## config.mk

```make
export PLATFORM = sky130hd
export DESIGN_NAME = timer_counter_channel
export DESIGN_NICKNAME = d
export VERILOG_FILES = /design/src/timer_channel_pkg.sv /design/src/sync_2ff.sv /design/src/timer_prescaler.sv /design/src/timer_counter_channel.sv
export SDC_FILE = /design/constraint.sdc
export NUM_CORES = 1
export LEC_CHECK = 0
export ABC_AREA = 0
export BUFFER_PORTS_ARGS = -buffer_cell sky130_fd_sc_hd__clkbuf_2
export CORE_AREA = 2 2 127 129
export CTS_CLUSTER_DIAMETER = 100
export DETAILED_ROUTE_END_ITERATION = 10
export DIE_AREA = 0 0 129 131
export PLACE_DENSITY = 0.7
export SETUP_SLACK_MARGIN = 0.05
export SYNTH_ARGS = -nofsm -noshare
export SYNTH_HDL_FRONTEND = slang
export SYNTH_SLANG_ARGS = --single-unit
```

## constraint.sdc

```tcl
create_clock -name aclk -period 6.9 [get_ports aclk]
set_clock_uncertainty 0.1 [all_clocks]
set_input_delay 1.38 -clock aclk [delete_from_list [all_inputs] [get_ports aclk]]
set_output_delay 1.38 -clock aclk [all_outputs]
set_load 0.005 [all_outputs]
```

## src/timer_channel_pkg.sv

```systemverilog
package timer_channel_pkg;

    // ****************************************
    // Register byte offsets
    // ****************************************
    localparam logic [7:0] OFS_CONTROL     = 8'h00;
    localparam logic [7:0] OFS_CHANNEL_MODE = 8'h04;
    localparam logic [7:0] OFS_COUNTER     = 8'h10;
    localparam logic [7:0] OFS_TOP_COMPARE = 8'h1C;
    localparam logic [7:0] OFS_STATUS      = 8'h20;
    localparam logic [7:0] OFS_IRQ_ENABLE  = 8'h24;
    localparam logic [7:0] OFS_IRQ_CLEAR   = 8'h28;
    localparam logic [7:0] OFS_BLOCK_MODE  = 8'h30;

    // ****************************************
    // Field positions
    // ****************************************
    localparam int CTRL_TRIGGER_BIT   = 0;
    localparam int MODE_CLKSEL_LSB    = 0;
    localparam int MODE_INVERT_BIT    = 3;
    localparam int MODE_BURST_LSB     = 4;
    localparam int MODE_STOP_TOP_BIT  = 6;
    localparam int MODE_WAVE_BIT      = 15;
    localparam int STAT_OVERFLOW_BIT  = 0;
    localparam int STAT_TOP_HIT_BIT   = 1;
    localparam int STAT_STOPPED_BIT   = 16;
    localparam int NUM_EVENTS         = 2;
    localparam int NUM_EXT_LINES      = 3;

    // ****************************************
    // Reset values
    // ****************************************
    localparam logic [31:0] RST_CHANNEL_MODE = 32'h0000_0000;
    localparam logic [15:0] RST_TOP_COMPARE  = 16'h0000;
    localparam logic [15:0] RST_COUNTER      = 16'h0000;
    localparam logic [15:0] COUNTER_ALL_ONES = 16'hFFFF;

    // ****************************************
    // Prescaler taps: divide by 2, 8, 32, 128, 1024
    // ****************************************
    localparam int PRESCALE_WIDTH = 10;
    localparam int TAP_DIV2    = 0;
    localparam int TAP_DIV8    = 2;
    localparam int TAP_DIV32   = 4;
    localparam int TAP_DIV128  = 6;
    localparam int TAP_DIV1024 = 9;

    localparam logic [1:0] RESP_OKAY   = 2'b00;
    localparam logic [1:0] RESP_SLVERR = 2'b10;

endpackage : timer_channel_pkg

```

## src/sync_2ff.sv

```systemverilog
`timescale 1ns/1ns
// ****************************************
// Two-stage synchroniser for pin levels
// ****************************************
module sync_2ff #(
    parameter int WIDTH = 3
) (
    input  wire logic             aclk,
    input  wire logic             aresetn,
    input  wire logic [WIDTH-1:0] async_in,
    output logic      [WIDTH-1:0] sync_out
);

    logic [WIDTH-1:0] meta_r;
    logic [WIDTH-1:0] sync_r;

    always_ff @(posedge aclk)
    begin
        if (!aresetn)
        begin
            meta_r <= '0;
            sync_r <= '0;
        end
        else
        begin
            meta_r <= async_in;
            sync_r <= meta_r;
        end
    end

    assign sync_out = sync_r;

endmodule : sync_2ff

```

## src/timer_prescaler.sv

```systemverilog
`timescale 1ns/1ns
// ****************************************
// Free-running divider of the system clock
// ****************************************
module timer_prescaler #(
    parameter int WIDTH = timer_channel_pkg::PRESCALE_WIDTH
) (
    input  wire logic       aclk,
    input  wire logic       aresetn,
    output logic      [4:0] div_level
);

    logic [WIDTH-1:0] presc_r;
    logic [WIDTH-1:0] presc_nxt;

    assign presc_nxt = presc_r + {{(WIDTH-1){1'b0}}, 1'b1};

    always_ff @(posedge aclk)
    begin
        if (!aresetn)
            presc_r <= '0;
        else
            presc_r <= presc_nxt;
    end

    // Each tap is a square wave; its rising edge marks one divided tick
    assign div_level = {presc_r[timer_channel_pkg::TAP_DIV1024],
                        presc_r[timer_channel_pkg::TAP_DIV128],
                        presc_r[timer_channel_pkg::TAP_DIV32],
                        presc_r[timer_channel_pkg::TAP_DIV8],
                        presc_r[timer_channel_pkg::TAP_DIV2]};

endmodule : timer_prescaler

```

## src/timer_counter_channel.sv

```systemverilog
// The implementer's own choice: the AXI4-Lite slave port.
`timescale 1ns/1ns
module timer_counter_channel (
    input  wire logic        aclk,
    input  wire logic        aresetn,
    input  wire logic [7:0]  s_axi_awaddr,
    input  wire logic        s_axi_awvalid,
    output logic             s_axi_awready,
    input  wire logic [31:0] s_axi_wdata,
    input  wire logic [3:0]  s_axi_wstrb,
    input  wire logic        s_axi_wvalid,
    output logic             s_axi_wready,
    output logic [1:0]       s_axi_bresp,
    output logic             s_axi_bvalid,
    input  wire logic        s_axi_bready,
    input  wire logic [7:0]  s_axi_araddr,
    input  wire logic        s_axi_arvalid,
    output logic             s_axi_arready,
    output logic [31:0]      s_axi_rdata,
    output logic [1:0]       s_axi_rresp,
    output logic             s_axi_rvalid,
    input  wire logic        s_axi_rready,
    input  wire logic [2:0]  ext_clock_pin,
    input  wire logic [2:0]  channel_io_line_a,
    output logic             irq
);

    // ****************************************
    // Helpers
    // ****************************************
    function automatic logic [31:0] strb_mask(input logic [3:0] strb);
        strb_mask = {{8{strb[3]}}, {8{strb[2]}}, {8{strb[1]}}, {8{strb[0]}}};
    endfunction : strb_mask

    function automatic logic [31:0] merge(input logic [31:0] old_v,
                                          input logic [31:0] new_v,
                                          input logic [3:0]  strb);
        merge = (old_v & ~strb_mask(strb)) | (new_v & strb_mask(strb));
    endfunction : merge

    // ****************************************
    // Bus slave state
    // ****************************************
    logic        aw_held_r;
    logic [7:0]  awaddr_r;
    logic        w_held_r;
    logic [31:0] wdata_r;
    logic [3:0]  wstrb_r;
    logic        bvalid_r;
    logic [1:0]  bresp_r;
    logic        rvalid_r;
    logic [31:0] rdata_r;
    logic [1:0]  rresp_r;

    // ****************************************
    // Registers and counter state
    // ****************************************
    logic [31:0] chan_mode_r;
    logic [15:0] top_r;
    logic [2:0]  block_mode_r;
    localparam int NUM_EV = timer_channel_pkg::NUM_EVENTS;
    logic [NUM_EV-1:0] status_r;
    logic [NUM_EV-1:0] irq_en_r;
    logic [15:0] cnt_r;
    logic        trig_pend_r;
    logic        clk_stop_r;
    logic        gated_prev_r;

    // ****************************************
    // Write decode
    // ****************************************
    logic do_write;
    logic wr_ctrl;
    logic wr_mode;
    logic wr_top;
    logic wr_en;
    logic wr_clr;
    logic wr_block;
    logic wr_known;
    logic sw_trig;

    assign s_axi_awready = !aw_held_r && !bvalid_r;
    assign s_axi_wready  = !w_held_r && !bvalid_r;
    assign do_write = aw_held_r && w_held_r && !bvalid_r;
    assign wr_ctrl  = do_write && awaddr_r == timer_channel_pkg::OFS_CONTROL;
    assign wr_mode  = do_write && awaddr_r == timer_channel_pkg::OFS_CHANNEL_MODE;
    assign wr_top   = do_write && awaddr_r == timer_channel_pkg::OFS_TOP_COMPARE;
    assign wr_en    = do_write && awaddr_r == timer_channel_pkg::OFS_IRQ_ENABLE;
    assign wr_clr   = do_write && awaddr_r == timer_channel_pkg::OFS_IRQ_CLEAR;
    assign wr_block = do_write && awaddr_r == timer_channel_pkg::OFS_BLOCK_MODE;
    assign wr_known = wr_ctrl || wr_mode || wr_top || wr_en || wr_clr || wr_block;
    assign sw_trig  = wr_ctrl && wstrb_r[0] && wdata_r[timer_channel_pkg::CTRL_TRIGGER_BIT];

    always_ff @(posedge aclk)
    begin
        if (!aresetn)
        begin
            aw_held_r <= 1'b0;
            awaddr_r  <= 8'h00;
            w_held_r  <= 1'b0;
            wdata_r   <= 32'h0000_0000;
            wstrb_r   <= 4'h0;
            bvalid_r  <= 1'b0;
            bresp_r   <= timer_channel_pkg::RESP_OKAY;
        end
        else
        begin
            if (s_axi_awvalid && s_axi_awready)
            begin
                aw_held_r <= 1'b1;
                awaddr_r  <= s_axi_awaddr;
            end
            if (s_axi_wvalid && s_axi_wready)
            begin
                w_held_r <= 1'b1;
                wdata_r  <= s_axi_wdata;
                wstrb_r  <= s_axi_wstrb;
            end
            if (do_write)
            begin
                aw_held_r <= 1'b0;
                w_held_r  <= 1'b0;
                bvalid_r  <= 1'b1;
                bresp_r   <= wr_known ? timer_channel_pkg::RESP_OKAY
                                      : timer_channel_pkg::RESP_SLVERR;
            end
            else if (s_axi_bready)
                bvalid_r <= 1'b0;
        end
    end

    assign s_axi_bvalid = bvalid_r;
    assign s_axi_bresp  = bresp_r;

    // ****************************************
    // Clock selection
    // ****************************************
    logic [4:0] div_level;
    logic [2:0] pin_sync;
    logic [2:0] chain_sync;
    logic [2:0] ext_line;
    logic [2:0] clk_sel;
    logic [1:0] burst_sel;
    logic       invert;
    logic       stop_top;
    logic       wave;
    logic       sel_level;
    logic       burst_ok;
    logic       gated_level;
    logic       raw_edge;
    logic       valid_edge;

    timer_prescaler u_prescaler (
        .aclk      (aclk),
        .aresetn   (aresetn),
        .div_level (div_level)
    );

    sync_2ff #(.WIDTH(3)) u_sync_pin (
        .aclk     (aclk),
        .aresetn  (aresetn),
        .async_in (ext_clock_pin),
        .sync_out (pin_sync)
    );

    sync_2ff #(.WIDTH(3)) u_sync_chain (
        .aclk     (aclk),
        .aresetn  (aresetn),
        .async_in (channel_io_line_a),
        .sync_out (chain_sync)
    );

    genvar gi;
    generate
        for (gi = 0; gi < timer_channel_pkg::NUM_EXT_LINES; gi++)
        begin : g_ext
            assign ext_line[gi] = block_mode_r[gi] ? chain_sync[gi] : pin_sync[gi];
        end
    endgenerate

    assign clk_sel   = chan_mode_r[timer_channel_pkg::MODE_CLKSEL_LSB +: 3];
    assign burst_sel = chan_mode_r[timer_channel_pkg::MODE_BURST_LSB +: 2];
    assign invert    = chan_mode_r[timer_channel_pkg::MODE_INVERT_BIT];
    assign stop_top  = chan_mode_r[timer_channel_pkg::MODE_STOP_TOP_BIT];
    assign wave      = chan_mode_r[timer_channel_pkg::MODE_WAVE_BIT];

    // Codes 5..7 pick the external lines, 0..4 the divider taps
    assign sel_level = clk_sel[2] && clk_sel != 3'd4 ? ext_line[clk_sel[1:0] - 2'd1]
                                                     : div_level[clk_sel];
    assign burst_ok    = burst_sel == 2'd0 ? 1'b1 : ext_line[burst_sel - 2'd1];
    assign gated_level = sel_level && burst_ok;
    assign raw_edge    = invert ? (!gated_level && gated_prev_r)
                                : (gated_level && !gated_prev_r);
    assign valid_edge  = raw_edge && !clk_stop_r;

    // ****************************************
    // Counter
    // ****************************************
    logic [15:0] cnt_inc;
    logic [15:0] cnt_nxt;
    logic        ovf_ev;
    logic        top_ev;
    logic        stop_nxt;

    assign cnt_inc = cnt_r + 16'h0001;
    assign cnt_nxt = !valid_edge ? cnt_r
                   : trig_pend_r ? timer_channel_pkg::RST_COUNTER
                   : cnt_inc;
    assign ovf_ev  = valid_edge && !trig_pend_r
                     && cnt_r == timer_channel_pkg::COUNTER_ALL_ONES;
    assign top_ev  = valid_edge && cnt_nxt == top_r;
    // A trigger releases a stopped clock so the zero load can happen
    assign stop_nxt = sw_trig ? 1'b0
                    : (clk_stop_r || (wave && stop_top && top_ev));

    always_ff @(posedge aclk)
    begin
        if (!aresetn)
        begin
            cnt_r        <= timer_channel_pkg::RST_COUNTER;
            trig_pend_r  <= 1'b0;
            clk_stop_r   <= 1'b0;
            gated_prev_r <= 1'b0;
        end
        else
        begin
            cnt_r        <= cnt_nxt;
            trig_pend_r  <= sw_trig || (trig_pend_r && !valid_edge);
            clk_stop_r   <= stop_nxt;
            gated_prev_r <= gated_level;
        end
    end

    // ****************************************
    // Software registers and events
    // ****************************************
    logic [NUM_EV-1:0] ev_set;
    logic [NUM_EV-1:0] ev_clr;

    assign ev_set = {top_ev, ovf_ev};
    logic [31:0] clr_word;
    logic [31:0] top_word;
    logic [31:0] blk_word;
    logic [31:0] ien_word;

    assign clr_word = merge(32'h0000_0000, wdata_r, wstrb_r);
    assign top_word = merge({16'h0000, top_r}, wdata_r, wstrb_r);
    assign blk_word = merge({29'h0, block_mode_r}, wdata_r, wstrb_r);
    assign ien_word = merge({{(32-NUM_EV){1'b0}}, irq_en_r}, wdata_r, wstrb_r);
    assign ev_clr   = wr_clr ? clr_word[NUM_EV-1:0] : '0;

    always_ff @(posedge aclk)
    begin
        if (!aresetn)
        begin
            chan_mode_r  <= timer_channel_pkg::RST_CHANNEL_MODE;
            top_r        <= timer_channel_pkg::RST_TOP_COMPARE;
            block_mode_r <= 3'b000;
            status_r     <= '0;
            irq_en_r     <= '0;
        end
        else
        begin
            if (wr_mode)
                chan_mode_r <= merge(chan_mode_r, wdata_r, wstrb_r);
            if (wr_top)
                top_r <= top_word[15:0];
            if (wr_block)
                block_mode_r <= blk_word[2:0];
            if (wr_en)
                irq_en_r <= ien_word[NUM_EV-1:0];
            // Set wins over a clear in the same cycle
            status_r <= (status_r & ~ev_clr) | ev_set;
        end
    end

    assign irq = |(status_r & irq_en_r);

    // ****************************************
    // Read path
    // ****************************************
    logic [31:0] rd_mux;
    logic        rd_known;
    logic [31:0] status_word;

    assign status_word = {15'h0, clk_stop_r, 14'h0, status_r};
    assign rd_known = s_axi_araddr == timer_channel_pkg::OFS_CONTROL
                   || s_axi_araddr == timer_channel_pkg::OFS_CHANNEL_MODE
                   || s_axi_araddr == timer_channel_pkg::OFS_COUNTER
                   || s_axi_araddr == timer_channel_pkg::OFS_TOP_COMPARE
                   || s_axi_araddr == timer_channel_pkg::OFS_STATUS
                   || s_axi_araddr == timer_channel_pkg::OFS_IRQ_ENABLE
                   || s_axi_araddr == timer_channel_pkg::OFS_IRQ_CLEAR
                   || s_axi_araddr == timer_channel_pkg::OFS_BLOCK_MODE;
    assign rd_mux =
        s_axi_araddr == timer_channel_pkg::OFS_CHANNEL_MODE ? chan_mode_r
      : s_axi_araddr == timer_channel_pkg::OFS_COUNTER ? {16'h0000, cnt_r}
      : s_axi_araddr == timer_channel_pkg::OFS_TOP_COMPARE ? {16'h0000, top_r}
      : s_axi_araddr == timer_channel_pkg::OFS_STATUS ? status_word
      : s_axi_araddr == timer_channel_pkg::OFS_IRQ_ENABLE ? {30'h0, irq_en_r}
      : s_axi_araddr == timer_channel_pkg::OFS_BLOCK_MODE ? {29'h0, block_mode_r}
      : 32'h0000_0000;

    assign s_axi_arready = !rvalid_r;

    always_ff @(posedge aclk)
    begin
        if (!aresetn)
        begin
            rvalid_r <= 1'b0;
            rdata_r  <= 32'h0000_0000;
            rresp_r  <= timer_channel_pkg::RESP_OKAY;
        end
        else if (s_axi_arvalid && s_axi_arready)
        begin
            rvalid_r <= 1'b1;
            rdata_r  <= rd_mux;
            rresp_r  <= rd_known ? timer_channel_pkg::RESP_OKAY
                                 : timer_channel_pkg::RESP_SLVERR;
        end
        else if (s_axi_rready)
            rvalid_r <= 1'b0;
    end

    assign s_axi_rvalid = rvalid_r;
    assign s_axi_rdata  = rdata_r;
    assign s_axi_rresp  = rresp_r;
endmodule : timer_counter_channel

```

Word-level counts from Yosys, hierarchy flattened. Index checks and enable logic that the tools add are counted.

Input port bits: 65. Logic and storage cells: 145. Register bits after elaboration: 180. Output and inout bits: 42.

Bitwise operators: 15. Equality and inequality tests: 15. $lt $le $gt $ge: 3. Add/sub/neg operators: 4. Multiplexer cells: 27. Reduce and logical (&&, ||, !) cells: 57.

Operators by type and width (number): bitwise AND 32 bit (2); equality test 8 x 6 -> 1 bit (second input constant) (7); two-way mux 17 bit (3); two-way mux 16 bit (2); two-way mux 32 bit (1); NOT 32 bit (1); bitwise OR 32 bit (1); logical AND 1 bit (26); equality test 8 x 5 -> 1 bit (second input constant) (3); adder 16 x 1 -> 16 bit (second input constant) (1); bitwise AND 16 bit (1); equality test 16 bit (1); equality test 16 bit (second input constant) (1); equality test 8 x 3 -> 1 bit (second input constant) (2); logical NOT 8 bit (2); bitwise OR 16 bit (1); logical OR 1 bit (14); two-way mux 1 bit (13); adder 10 x 1 -> 10 bit (second input constant) (1); logical NOT 1 bit (9); bitwise AND 2 bit (3); < comparator 2 x 3 -> 1 bit (second input constant) (2); two-way mux 2 bit (3); two-way mux 3 bit (2); other kinds (13) (19).

Logic depth before layout (Yosys ltp).
Depth in word-level cells: 14. Gate-level depth with buffers: 14. Mapped depth without buffers: 12.

Hierarchy. A second synthesis with hierarchy kept.

Cell total of the unflattened synthesis: 938. Area, all modules: 7903.8 µm².

Modules (own cells, without submodules): timer_counter_channel (sequential area each 3123.0 µm², instances 1, cells an instance 864, area an instance 7139.3 µm²); timer_prescaler (sequential area each 200.2 µm², instances 1, cells an instance 50, area an instance 449.2 µm²); sync_2ff (sequential area each 120.1 µm², instances 2, cells an instance 12, area an instance 157.7 µm²).

Worst setup path before layout. No wires, ideal clock.

Kind: input port to flip-flop. Start: input s_axi_araddr[1]. End: register rdata_r[22] (netlist: s_axi_rdata[22]). Stages: 6. Arrival time: 3243 ps. Path buffers: 2. Path slack: 3486 ps. Cells stage by stage: or4_1 nor4b_1 clkbuf_1 clkbuf_1 nand3_1 a21oi_1.

Word-level cells in the longest chain between the ends: 2.

RTL lines: start: declaration (line timer_counter_channel.sv:16) `input wire logic [7:0] s_axi_araddr,`; equality test 8 x 3 -> 1 bit (line timer_counter_channel.sv:296) `s_axi_araddr == timer_channel_pkg::OFS_CHANNEL_MODE ? chan_mode_r`; two-way mux 32 bit (line timer_counter_channel.sv:296); end signal: assignment (line timer_counter_channel.sv:317) `rdata_r <= rd_mux;`; end: declaration (line timer_counter_channel.sv:52) `logic [31:0] rdata_r;`.

Every way passes these cells. A chain may end at the register's enable or synchronous reset.

Final worst setup path.
Start: input s_axi_araddr[1]. End: register rdata_r[8] (netlist: s_axi_rdata[8]).

Word-level cells in the longest chain between the ends: 4. Elaborated cells on any way between the ends: 6. Those cells by class: eq/ne (3); mux (3).

RTL lines: equality test 8 x 5 -> 1 bit (line timer_counter_channel.sv:298) `: s_axi_araddr == timer_channel_pkg::OFS_TOP_COMPARE ? {16'h0000, top_r}`; two-way mux 17 bit (line timer_counter_channel.sv:298); two-way mux 17 bit (line timer_counter_channel.sv:297) `: s_axi_araddr == timer_channel_pkg::OFS_COUNTER ? {16'h0000, cnt_r}`; two-way mux 32 bit * (line timer_counter_channel.sv:296).

Mark *: on every way between the ends. The rest lies on a longest branch, timed or not.

==> results_dict.tcl <==
set metrics [dict create \
    worstSetupStartpointType "input pin" \
    hold_ws_ns 0.3331 \
    p_per_area_nw_per_um2 251.1 \
    first_pass_iters 5 \
    worst_pin_slew_ns 1.280 \
    grt_pass1_vias 6376 \
    fillers 1456 \
    root_buffer "clkbuf_16" \
    syn_inst 888 \
    tns_ns 0 \
    utilization_pct 57.07 \
    finalSetupViolCount 0 \
    yosysWarningCount 0 \
    synth-edff-count 0 \
    status "complete, no violations" \
    hold_violations 0 \
    rsz0062_at_grt "false" \
    cts_setup_buffers 0 \
    track_usage_pct 23.57 \
    total_power_mw 2.235 \
    seq_area_frac_synth_pct 46.51 \
    dr_wl_met3_mm 1.249 \
    fin_crit_ns 3.751 \
    cts_buffer_depth 2 \
    max_cap_violations 0 \
    crit_arrival_ns 3.96 \
    synth.most_common_cell "dfxtp_1" \
    async_reset_ff_share_pct 0 \
    slew_viol_final 0 \
    syn_avg_cell_area_um2 8.629 \
    hold_class "reg2reg" \
    crit_chain "clkbuf_2 > or4_1 > nor2_1 > nand3b_1 > nor2_1 > a222oi_1 > a211oi_1" \
    synth_area_leaders "dfxtp_1, mux2i_1, nand2_1, nor2_1, a21oi_1" \
    viasPerCell 5.537 \
    post_cts_resized 0 \
    seq_area_um2 3563 \
    grt_first_pass_wirelength_mm 31.46 \
    slowest_delay_ns 0.89 \
    cts_tree "done" \
    coreArea_um2 15600 \
    num_antenna_cells 0 \
    clock_tree.htree_level_count 4 \
    clkTransAtPathRegs_ns 0.07 \
    synth_ff_type "dfxtp_1" \
    route.detailed.drc 0 \
    maxSlewHeadroom_pct 14.33 \
    wire_per_inst_um 16.06 \
    syn2layout_area_growth_pct 16.17 \
    drt_iter0_drc 406 \
    required_ns 7.11 \
    die-area_um2 16900 \
    final_nets 1033 \
    multiInputGateArea_um2 3841 \
    drive_above_1_share_pct 16.99 \
    clk_latency_ns 0.43 \
    cts_hold_buf 0 \
    fmax_ghz 0.2666 \
    gp_congestion 0.9246 \
    grt_max_degree 79 \
    maxUsedRoutingLayer "met4" \
    crit_type "in2reg" \
    rows 46 \
    synth_common_cells "dfxtp_1, nand2_1, nor2_1" \
    vdd_ir_drop_max_mv 0.1672 \
    synth_area_um2 7662 \
    wl_met2_mm 8.859 \
    ys_ff_latch 178 \
    synth.largest_area_cell "dfxtp_1" \
    antenna_found_initial 0 \
    leakagePower_nw 3.687 \
    synth_cell_types 70 \
    cts_made_buffers 17 \
    clock-sinks 178 \
    pin_count 107 \
    routed_wl_mm 19.15 \
    die_w_um 129 \
    ant_nets 0 \
    crit_top_cell "nor2_1" \
    placed_cell_area_um2 8284 \
    start_util_pct 49.13 \
    synth_top_area_share_pct 46.51 \
    gr-total-overflow 0 \
    io_buffer_count 104 \
    end_kind "flop" \
    hpwl_mm 13.10 \
    fin_crit_sh_pct 54.36 \
    chipHeight_um 131 \
    num_vias 6606 \
    cp_slowest_cell "nor2_1" \
    postLayoutCellArea_um2 8901 \
    crit_fanout 14 \
    wl_met1_mm 8.499 \
]
[worst paths after layout]
check	from	endpoint	slack, ns	depth (start not counted)
setup reg to reg	flop	clk_stop_r$_SDFF_PP0_	3.25	11
hold / removal	u_sync_chain.meta_r[1]$_SDFF_PN0_	u_sync_chain.sync_out[1]$_SDFF_PN0_	0.33	1
setup / recovery	s_axi_araddr[1]	s_axi_rdata[8]$_SDFFE_PN0P_	3.15	7
hold reg to reg	u_sync_chain.meta_r[1]$_SDFF_PN0_	u_sync_chain.sync_out[1]$_SDFF_PN0_	0.33	1
[cells in the final DEF (no fill, tap or decap), types with 11 or more instances in the layout]
| master | n |
|---|---|
| a211oi_1 | 17 |
| a21oi_1 | 76 |
| a222oi_1 | 13 |
| and2_1 | 23 |
| clkbuf_16 | 17 |
| clkbuf_2 | 104 |
| dfxtp_1 | 178 |
| inv_1 | 12 |
| mux2i_1 | 58 |
| nand2_1 | 136 |
| nand3_1 | 35 |
| nor2_1 | 119 |
| o21ai_0 | 14 |
| xor2_1 | 11 |
[cell families (layout without fill, tap and decap cells)]
kind of cell	Yosys count	in the layout	synth area share [%]
and+or+nand+nor	379	379	22.44
DFF	178	178	46.51
AOI/OAI and AO/OA	177	177	16.04
buffers and inverters	66	154	3.592
muxes	64	64	8.557
xor gates and xnor gates	19	19	2.172
adders and majority gates	4	4	0.6532
other	1	2	0.04894
[through the flow]
stage               instances  worst slack, ns
detailed placement       1161            2.876
finish                   1193            3.149
global route             1193            2.926
floorplan                 889            3.486
global placement         1161            3.028
CTS                      1193            3.239
[critical path: cells and delay by family]
family                 cells  cell delay [ns]
and+or+nand+nor            4             1.90
AOI/OAI and AO/OA          2             0.61
buffers and inverters      1             0.07
[metal layers]
layer / track usage (%) / vias to the layer above
met4: 10.04 / 0
met5: 0 / -
met1: 30.09 / 3070
met2: 38.22 / 212
li1: - / 3278
met3: 5.904 / 46
[layout make-up]
class | count | area share, %
multi-input combinational | 645 | 43.15
clock buffer | 20 | 5.243
clock inverter | 12 | 1.687
timing repair buffer | 109 | 6.269
sequential | 178 | 40.03
tap | 216 | 3.036
inverter | 13 | 0.5763
[report_power, final]
part           total, mW  internal (mW)  switching (mW)
clock network      0.992          0.570           0.422
registers           1.09           1.06          0.0260
logic              0.155         0.0584          0.0967
(Power assumes the default switching activity.)
